[src/rtl/phy_an_regs_pkg.sv]
// Constants for the partner ability, expansion and vendor control registers.
// Assumes a 16-bit management register path with 5-bit register addresses.
package phy_an_regs_pkg;
    localparam logic [4:0] partner_ability_addr = 5'h05;
    localparam logic [4:0] expansion_addr = 5'h06;
    localparam logic [4:0] vendor_control_addr = 5'h10;
    localparam logic [15:0] partner_ability_reset = 16'h0000;
    localparam logic [15:0] expansion_reset = 16'h0000;
    localparam logic [15:0] vendor_control_reset = 16'h0140;
    // Reserved bits 13, 9:6 and 3:2 of the vendor register read this fixed value
    localparam logic [15:0] vendor_fixed_mask = 16'h23cc;
    localparam logic [15:0] vendor_fixed_value = 16'h0140;
    localparam int next_page_bit = 15;
    localparam int ack_bit = 14;
    localparam int remote_fault_bit = 13;
    localparam int tech_msb = 12;
    localparam int tech_lsb = 5;
    localparam int sel_msb = 4;
    localparam int sel_lsb = 0;
    localparam int auto_polarity_disable_bit = 5;
    localparam int receive_inversion_bit = 4;
    localparam int bypass_bit = 1;
    localparam int clock_gating_bit = 0;
    localparam logic [4:0] sel_8023 = 5'h01;
    localparam logic [4:0] sel_8029 = 5'h02;
    localparam logic [4:0] sel_8025 = 5'h03;
    localparam logic [4:0] sel_1394 = 5'h04;
endpackage : phy_an_regs_pkg

[src/rtl/page_store.sv]
// Holds the last base page received from the link partner.
// Assumes page_valid is a one-cycle pulse on mclk.
`timescale 1ns/10ps
module page_store
    import phy_an_regs_pkg::*;
(
    input wire logic mclk,
    input wire logic sys_rst,
    input wire logic page_valid,
    input wire logic [15:0] page_word,
    output logic [15:0] rd_data
);
    logic [15:0] page_ff;

    // Only a newly received page changes the contents
    always_ff @(posedge mclk) begin
        if (sys_rst) begin
            page_ff <= partner_ability_reset;
        end else if (page_valid) begin
            page_ff <= page_word; // see R2 see R4 see R5
        end
    end

    assign rd_data = page_ff;
endmodule : page_store

[src/rtl/phy_autoneg_partner_vendor_regs.sv]
// Partner ability, expansion and vendor control management registers.
// Assumes a single-cycle register access port on mclk and status from the PHY core.
//
// Contract
// Partner ability register at 0x05, read-only, resets to zero.
// Bit 15 reads one when partner is next-page capable.
// Bit 14 set once partner abilities are received successfully.
// Bit 13 carries the partner's remote fault indication.
// Bits 12:5 hold received technology ability field.
// Bits 4:0 hold received selector; codes 0 and 5-1f reserved.
// Expansion register at 0x06, read-only, resets to zero.
// Vendor control at 0x10, writable, resets to 0x0140, reserved bits fixed.
// Bit 5 set disables automatic receive polarity correction.
// Bit 4 shows inversion; writable and forces inversion when auto-polarity off.
// Bit 1 bypasses coding and scrambler in 100BASE-TX without autoneg.
// Bit 0 gates receive clock when idle; off under loopback or bypass. Code also keeps gating off unless speed_100tx is set.
// Writes to read-only registers ignored; partner page changes only on new page.
`timescale 1ns/10ps
module phy_autoneg_partner_vendor_regs
    import phy_an_regs_pkg::*;
(
    input wire logic mclk,
    input wire logic sys_rst,
    input wire logic reg_rd,
    input wire logic reg_wr,
    input wire logic [4:0] reg_addr,
    input wire logic [15:0] reg_wdata,
    output logic [15:0] reg_rdata,
    output logic reg_hit,
    input wire logic page_rx_valid,
    input wire logic page_rx_next_page,
    input wire logic page_rx_remote_fault,
    input wire logic [7:0] page_rx_tech,
    input wire logic [4:0] page_rx_sel,
    input wire logic [15:0] expansion_status,
    input wire logic polarity_wrong,
    input wire logic autoneg_enable,
    input wire logic speed_100tx,
    input wire logic loopback_select,
    output logic receive_inversion,
    output logic coding_bypass,
    output logic receive_clock_gating,
    output logic auto_polarity_disable
);
    logic [15:0] vendor_ff;
    logic [15:0] expansion_ff;
    logic [15:0] reg_rdata_ff;
    logic reg_hit_ff;
    logic inv_ff;
    logic bypass_ff;
    logic gate_ff;
    logic [15:0] partner_word;
    logic [15:0] partner_rd;
    logic [15:0] page_word;
    logic nxt_inv;
    logic vendor_wr;
    logic [15:0] nxt_vendor;
    logic nxt_bypass;
    logic nxt_gate;
    logic [15:0] nxt_rdata;
    logic nxt_hit;

    // Reserved bits forced on the way in and on the way out
    function automatic logic [15:0] vendor_fix(input logic [15:0] v);
        return (v & ~vendor_fixed_mask) | vendor_fixed_value;
    endfunction : vendor_fix

    function automatic logic [15:0] vendor_view(input logic [15:0] v, input logic inv);
        logic [15:0] r;
        r = vendor_fix(v);
        r[receive_inversion_bit] = inv;
        return r;
    endfunction : vendor_view

    // One decode for every mapped address
    function automatic logic addr_mapped(input logic [4:0] a);
        return (a == partner_ability_addr) || (a == expansion_addr) || (a == vendor_control_addr);
    endfunction : addr_mapped

    // Acknowledge comes from the fact of a reception, not from the page
    function automatic logic [15:0] pack_page(input logic next_page, input logic fault, input logic [7:0] tech,
        input logic [4:0] sel);
        logic [15:0] p;
        p = 16'h0000;
        p[next_page_bit] = next_page;
        p[ack_bit] = 1'b1;
        p[remote_fault_bit] = fault;
        p[tech_msb:tech_lsb] = tech;
        p[sel_msb:sel_lsb] = sel;
        return p;
    endfunction : pack_page

    assign page_word = pack_page(page_rx_next_page, page_rx_remote_fault, page_rx_tech, page_rx_sel);

    page_store u_page_store (
        .mclk(mclk),
        .sys_rst(sys_rst),
        .page_valid(page_rx_valid),
        .page_word(page_word),
        .rd_data(partner_rd)
    );
    assign partner_word = partner_rd;

    // Expansion contents come from the negotiation core only
    always_ff @(posedge mclk) begin
        if (sys_rst) begin
            expansion_ff <= expansion_reset;
        end else begin
            expansion_ff <= expansion_status;
        end
    end

    // Only the vendor register accepts writes
    assign vendor_wr = reg_wr && (reg_addr == vendor_control_addr);

    always_comb begin
        if (vendor_wr) begin
            nxt_vendor = vendor_fix(reg_wdata);
        end else begin
            nxt_vendor = vendor_ff;
        end
    end

    always_ff @(posedge mclk) begin
        if (sys_rst) begin
            vendor_ff <= vendor_control_reset;
        end else begin
            vendor_ff <= nxt_vendor;
        end
    end

    // Auto-polarity follows the detector; forced inversion follows the stored bit
    always_comb begin
        if (vendor_ff[auto_polarity_disable_bit]) begin
            nxt_inv = vendor_ff[receive_inversion_bit];
        end else begin
            nxt_inv = polarity_wrong;
        end
    end

    always_ff @(posedge mclk) begin
        if (sys_rst) begin
            inv_ff <= 1'b0;
        end else begin
            inv_ff <= nxt_inv;
        end
    end

    // Bypass is honoured only in its one valid configuration
    always_comb begin
        if (autoneg_enable || !speed_100tx) begin
            nxt_bypass = 1'b0;
        end else begin
            nxt_bypass = vendor_ff[bypass_bit];
        end
    end

    always_ff @(posedge mclk) begin
        if (sys_rst) begin
            bypass_ff <= 1'b0;
        end else begin
            bypass_ff <= nxt_bypass;
        end
    end

    // Next bypass value used so gating never pulses while bypass arms
    always_comb begin
        if (loopback_select || nxt_bypass) begin
            nxt_gate = 1'b0;
        end else begin
            nxt_gate = vendor_ff[clock_gating_bit] && speed_100tx;
        end
    end

    always_ff @(posedge mclk) begin
        if (sys_rst) begin
            gate_ff <= 1'b0;
        end else begin
            gate_ff <= nxt_gate;
        end
    end

    // Unmapped addresses read zero with the hit flag low
    always_comb begin
        nxt_rdata = 16'h0000;
        nxt_hit = addr_mapped(reg_addr);
        unique case (reg_addr)
            partner_ability_addr: begin
                nxt_rdata = partner_word;
            end
            expansion_addr: begin
                nxt_rdata = expansion_ff;
            end
            vendor_control_addr: begin
                nxt_rdata = vendor_view(vendor_ff, inv_ff);
            end
            default: begin
                nxt_rdata = 16'h0000;
            end
        endcase
    end

    // Data holds between reads, so a late look still finds it
    always_ff @(posedge mclk) begin
        if (sys_rst) begin
            reg_rdata_ff <= 16'h0000;
        end else if (reg_rd) begin
            reg_rdata_ff <= nxt_rdata;
        end
    end

    // One-cycle hit per mapped read
    always_ff @(posedge mclk) begin
        if (sys_rst) begin
            reg_hit_ff <= 1'b0;
        end else begin
            reg_hit_ff <= reg_rd && nxt_hit;
        end
    end

    assign reg_rdata = reg_rdata_ff;
    assign reg_hit = reg_hit_ff;
    assign receive_inversion = inv_ff;
    assign coding_bypass = bypass_ff;
    assign receive_clock_gating = gate_ff;
    assign auto_polarity_disable = vendor_ff[auto_polarity_disable_bit];
endmodule : phy_autoneg_partner_vendor_regs

[config.mk]
export PLATFORM = sky130hd
export DESIGN_NAME = phy_autoneg_partner_vendor_regs
export DESIGN_NICKNAME = d
export VERILOG_FILES = /design/src/rtl/phy_an_regs_pkg.sv /design/src/rtl/page_store.sv /design/src/rtl/phy_autoneg_partner_vendor_regs.sv
export SDC_FILE = /design/constraint.sdc
export NUM_CORES = 1
export LEC_CHECK = 0
export ABC_AREA = 0
export BUFFER_PORTS_ARGS = -buffer_cell sky130_fd_sc_hd__clkbuf_2
export CORE_ASPECT_RATIO = 1.4
export CORE_MARGIN = 8
export CORE_UTILIZATION = 49
export DETAILED_ROUTE_END_ITERATION = 6
export PLACE_DENSITY_LB_ADDON = 0.1
export SETUP_SLACK_MARGIN = 0.02
export SLEW_MARGIN = 20
export SYNTH_ARGS = -nofsm -noshare
export SYNTH_HDL_FRONTEND = slang
export SYNTH_SLANG_ARGS = --single-unit
[constraint.sdc]
create_clock -name mclk -period 2.04 [get_ports mclk]
set_clock_uncertainty 0.15 [all_clocks]
set_input_delay 0.408 -clock mclk [delete_from_list [all_inputs] [get_ports mclk]]
set_output_delay 0.408 -clock mclk [all_outputs]
set_load 0.005 [all_outputs]
Yosys cells after proc, flatten, opt, wreduce, memory -nomap -nowiden
Cells that the tools add are included.
- equal/unequal tests: 3
- mux-type cells: 3
- reductions and logical operators: 9
- operator list (kind ; number):
    case mux 16 bit (3 select lines) ; 1
    == test 5 x 3 -> 1 bit, second input constant ; 2
    == test 5 bit, second input constant ; 1
    logical OR 1 bit ; 4
    logical AND 1 bit ; 3
    two-way mux 1 bit ; 2
    OR reduction 2 bit ; 1
    zero test 1 bit ; 1
- register bits after elaboration: 61
- bits of input ports: 61
- output and inout port bits: 21
- logic and storage cells: 23

Depth between registers and ports, before layout
- depth after elaboration: 5
- depth in mapped cells: 6
- mapped depth without buffers: 4

Cells and area by module
Synthesis repeated with hierarchy kept, for this count alone.
- cell total of the unflattened synthesis: 238
- area, all modules: 2354.8 sq um
- by module, submodules not included (module ; instances ; cells each ; area an instance (sq um)):
    phy_autoneg_partner_vendor_regs ; 1 ; 186 ; 1774.2
    page_store ; 1 ; 52 ; 580.6

Least setup slack after synthesis
No wires, ideal clock.
- path kind: in2reg
- start: input port reg_addr[1]
- end: register reg_rdata_ff[10], in the netlist reg_rdata[10]
- arrival: 1.493 ns
- slack: 0.328 ns
- stages: 6
- buffers on the path: 2
- path through: buf_6 -> or4b_1 -> o21ai_2 -> nand3_4 -> buf_6 -> o21ai_1
- longest elaborated chain between the ends: 2
- ends and longest elaborated chain (what ; line ; text):
    start, declared ; phy_autoneg_partner_vendor_regs.sv:26 ; input wire logic [4:0] reg_addr,
    == test 5 bit or == test 5 x 3 -> 1 bit (tied branches) ; phy_autoneg_partner_vendor_regs.sv:187 ; unique case (reg_addr)
    case mux 16 bit (3 select lines) * ; phy_autoneg_partner_vendor_regs.sv:187 ;
    end signal, assigned ; phy_autoneg_partner_vendor_regs.sv:208 ; reg_rdata_ff <= nxt_rdata;
    end, declared ; phy_autoneg_partner_vendor_regs.sv:47 ; logic [15:0] reg_rdata_ff;
Every way passes the cells marked *; elsewhere a longest branch is shown, timed or not.
A chain may end at the register's enable or synchronous reset.

Worst setup path in the final report
- start: input port reg_addr[1]
- end: register reg_rdata_ff[0], in the netlist reg_rdata[0]
The elaborated chain is that of the path after synthesis.

==> qor.txt <==
Area fraction in compound gates after synthesis - 0.104
Via density - 4.96
Hold Crit Class - input port to flop
Mux cell area share after synthesis - 0.109
CTS buffer count - 9
Total gr overflow - 0
Top cell type's share of synthesized area - 0.531
Drt wl/cell - 14.3 um
Post-synthesis simple-gate area fraction - 0.206
Final setup fails - 0
Synth top area cells - dfxtp_1 (53%), mux2i_1 (11%), nor2_1 (4.9%), nor2b_1 (4.4%), a221oi_1 (3.4%)
Max Cap Viol - 0
Reg-to-Reg Start - expansion_ff[6]
PD cells - 847 nW/um2
CORE AREA - 4540 um2
Primary FF master, synth - dfxtp_1
Synth top cells by count - dfxtp_1 (61), nor2_1 (30), mux2i_1 (25)
Min cycle time layout - 1.58 ns
Fmax - 633 MHz
Std cell rows - 29
Post-Synthesis Cells - 223
IR drop worst, VDD - 0.000630 V
Clock transition at the registers of the reported paths - 0.06 ns
Post-synthesis net count - 284
Mapped cell area - 2300 um2
Vias in the first global route - 1,851
Final WS setup - 0.460 ns
Final #Nets - 359
Initial antenna violation count - 0
RSZ-0062 raised after global routing - false
Full die area - 7170 um2
Slew HR - 0.556
Routability congestion estimate - 0.709
DP Worst Slack - 0.123 ns
Share of layout cells above drive strength 1 - 0.333
CP Max Fanout - 17
Post-synth top area cell - dfxtp_1
Post-synthesis xor/xnor area fraction - 0.00381
CP endpoint - reg_rdata[0]
Most numerous cell in the Yosys netlist - dfxtp_1
Syn_area_per_cell - 10.3 um2
Setup TNS - 0 ns
Setup crit start - reg_addr[1]
Post-synth cell types - 32
Tot GR Track Use - 0.155
Synthesis-to-layout area growth - 25.2%
DIE HEIGHT - 97.1 um
Least-Margin Pin Slew - 0.665 ns
Worst-Skew Late Latency - 0.33 ns
YS warnings - 0
DRC violation count after routing - 0
H-Tree Depth - 3
Routed Antenna Nets - 0
Post-CTS sizing - 0
# Post-CTS Setup Buffers - 0
Final WL - 5220 um
Worst reg-to-reg setup slack - 0.97 ns
Crit start category - input port
WP data arrival - 1.68 ns
Max-slew violation count - 0
Fin. Hold Viols - 0
Largest net degree at the start of global routing - 45
IO Port Bufs - 74
CP Capture Type - flop
CTS tree - built
Required @ worst endpoint - 2.14 ns
Post-CTS Hold Fix Bufs - 0
Reg-to-Reg End - reg_rdata[6]
# IOs - 82
Clock root buffer - clkbuf_8
R2R depth - 4
Initial Utilization - 0.507
Status - finished, final reports clean
Sequential element share of the synthesized area - 0.531
Pre-antenna DRT Iters - 4
# diodes - 0
Num Clock Sinks - 61
Initial DRC count - 116
First-pass GRT wire length - 8660 um
Maximum clock insertion buffer count - 2
Hpwl dp - 3800 um
Setup Crit Path Kind - input port to flop
Pleak - 1.35 nW
Post-synth EDFFs - 0
Largest family of logic cells by synthesized area - simple AND/OR/NAND/NOR gates
Tcrit/Tclk final - 0.775
Adder-Cell Fraction of Synth Area - 0
Register bit total from synthesis - 61
Via count - 1,810
Die span in x - 73.9 um
Asr flop ratio synth - 0
-- worst max-delay path, cell delays in order --
cell,delay [ns]
clkbuf_2,0.18
or4b_1,0.56
o21ai_2,0.11
nand3_4,0.21
o21ai_0,0.21
-- state kept, by name, summed over array words and instances (netlist names) --
signal and count:
reg_hit 1, coding_bypass 1, expansion_ff 16, receive_inversion 1, receive_clock_gating 1, reg_rdata 16, u_page_store.rd_data 16, vendor_ff 9
-- cell type report --
cell class              instances  area (um2)
clock inverters                 4        47.5
repair buffers                 79         408
inverters                       2        7.51
multi-input cells             145         973
clock buffers                  12         145
fillers                       414        1660
flip-flops and latches         61        1220
well taps                      62        77.6
-- stage by stage --
step / instance area [um2] / hold WS, ns / utilization / cells / total power, mW
after floorplan: 2300 / 0.281 / - / 223 / 1.36
after global placement: 2690 / 0.286 / 0.592 / 349 / 1.43
after detailed placement: 2690 / 0.291 / 0.592 / 349 / 1.44
after CTS: 2880 / 0.0930 / 0.634 / 365 / 2.46
after global routing: 2880 / 0.0967 / 0.635 / 365 / 2.54
final: 2880 / 0.106 / 0.635 / 365 / 2.44
-- cells in the final DEF (no fill, tap or decap) --
master      Yosys  routed
clkbuf_8        1      10
clkinv_2        0       2
nor2_1         30      29
nand3_1         1       1
clkinvlp_4      0       1
o21ai_1         8       8
nor4bb_1        1       1
mux2i_1        25      25
nor4b_4         1       1
clkbuf_1        7       2
nor2_2          0       1
a22oi_1         5       5
nand4bb_1       1       1
nand2b_2        1       1
nand2_1        16      16
o21ai_2         2       2
nand4b_1        2       2
nor4_4          1       1
or3b_2          1       1
xnor2_1         1       1
a21oi_1         3       3
nand3_4         1       1
a221oi_1        9       9
or4b_1          1       1
and4b_1         1       1
nor2b_1        16      16
inv_1           2       2
a211oi_1        2       2
o21ai_0         7       7
clkbuf_2        0      74
bufinv_16       0       1
dfxtp_1        61      61
buf_4           1       5
and3_1          9       9
-- power breakdown --
part / internal, mW / switching, mW / leakage (nW)
registers: 1.23 / 0.0155 / 0.500
clock network: 0.594 / 0.434 / 0.0964
logic: 0.0819 / 0.0832 / 0.752
-- logic make-up (layout without fill, tap and decap cells) --
family                    after synthesis  in the layout
AOI/OAI and AO/OA                      36             36
xor gates and xnor gates                1              1
buffers and inverters                  17             97
DFF                                    61             61
muxes                                  25             25
and+or+nand+nor                        83             83
-- worst min-delay path by stage --
| stage | from | to | slack, ns | cells past startpoint |
|---|---|---|---|---|
| after detailed placement | reg_rdata[9] | reg_rdata[9] | 0.29 | 2 |
| after global placement | reg_rdata[15] | reg_rdata[15] | 0.29 | 2 |
| after floorplan | vendor_ff[1] | receive_clock_gating | 0.28 | 1 |
| after global routing | autoneg_enable | coding_bypass | 0.1 | 2 |
| final | autoneg_enable | coding_bypass | 0.11 | 2 |
| after CTS | autoneg_enable | coding_bypass | 0.09 | 2 |
-- routing by layer --
metal / global-route usage / up-vias / part of all wire
met5: 0 / - / 0
met4: 0.0742 / 0 / 0.017
met3: 0.0671 / 9 / 0.089
met2: 0.243 / 62 / 0.48
met1: 0.173 / 808 / 0.42
li1: - / 931 / -
No activity file was read; power rests on OpenSTA's default activity.
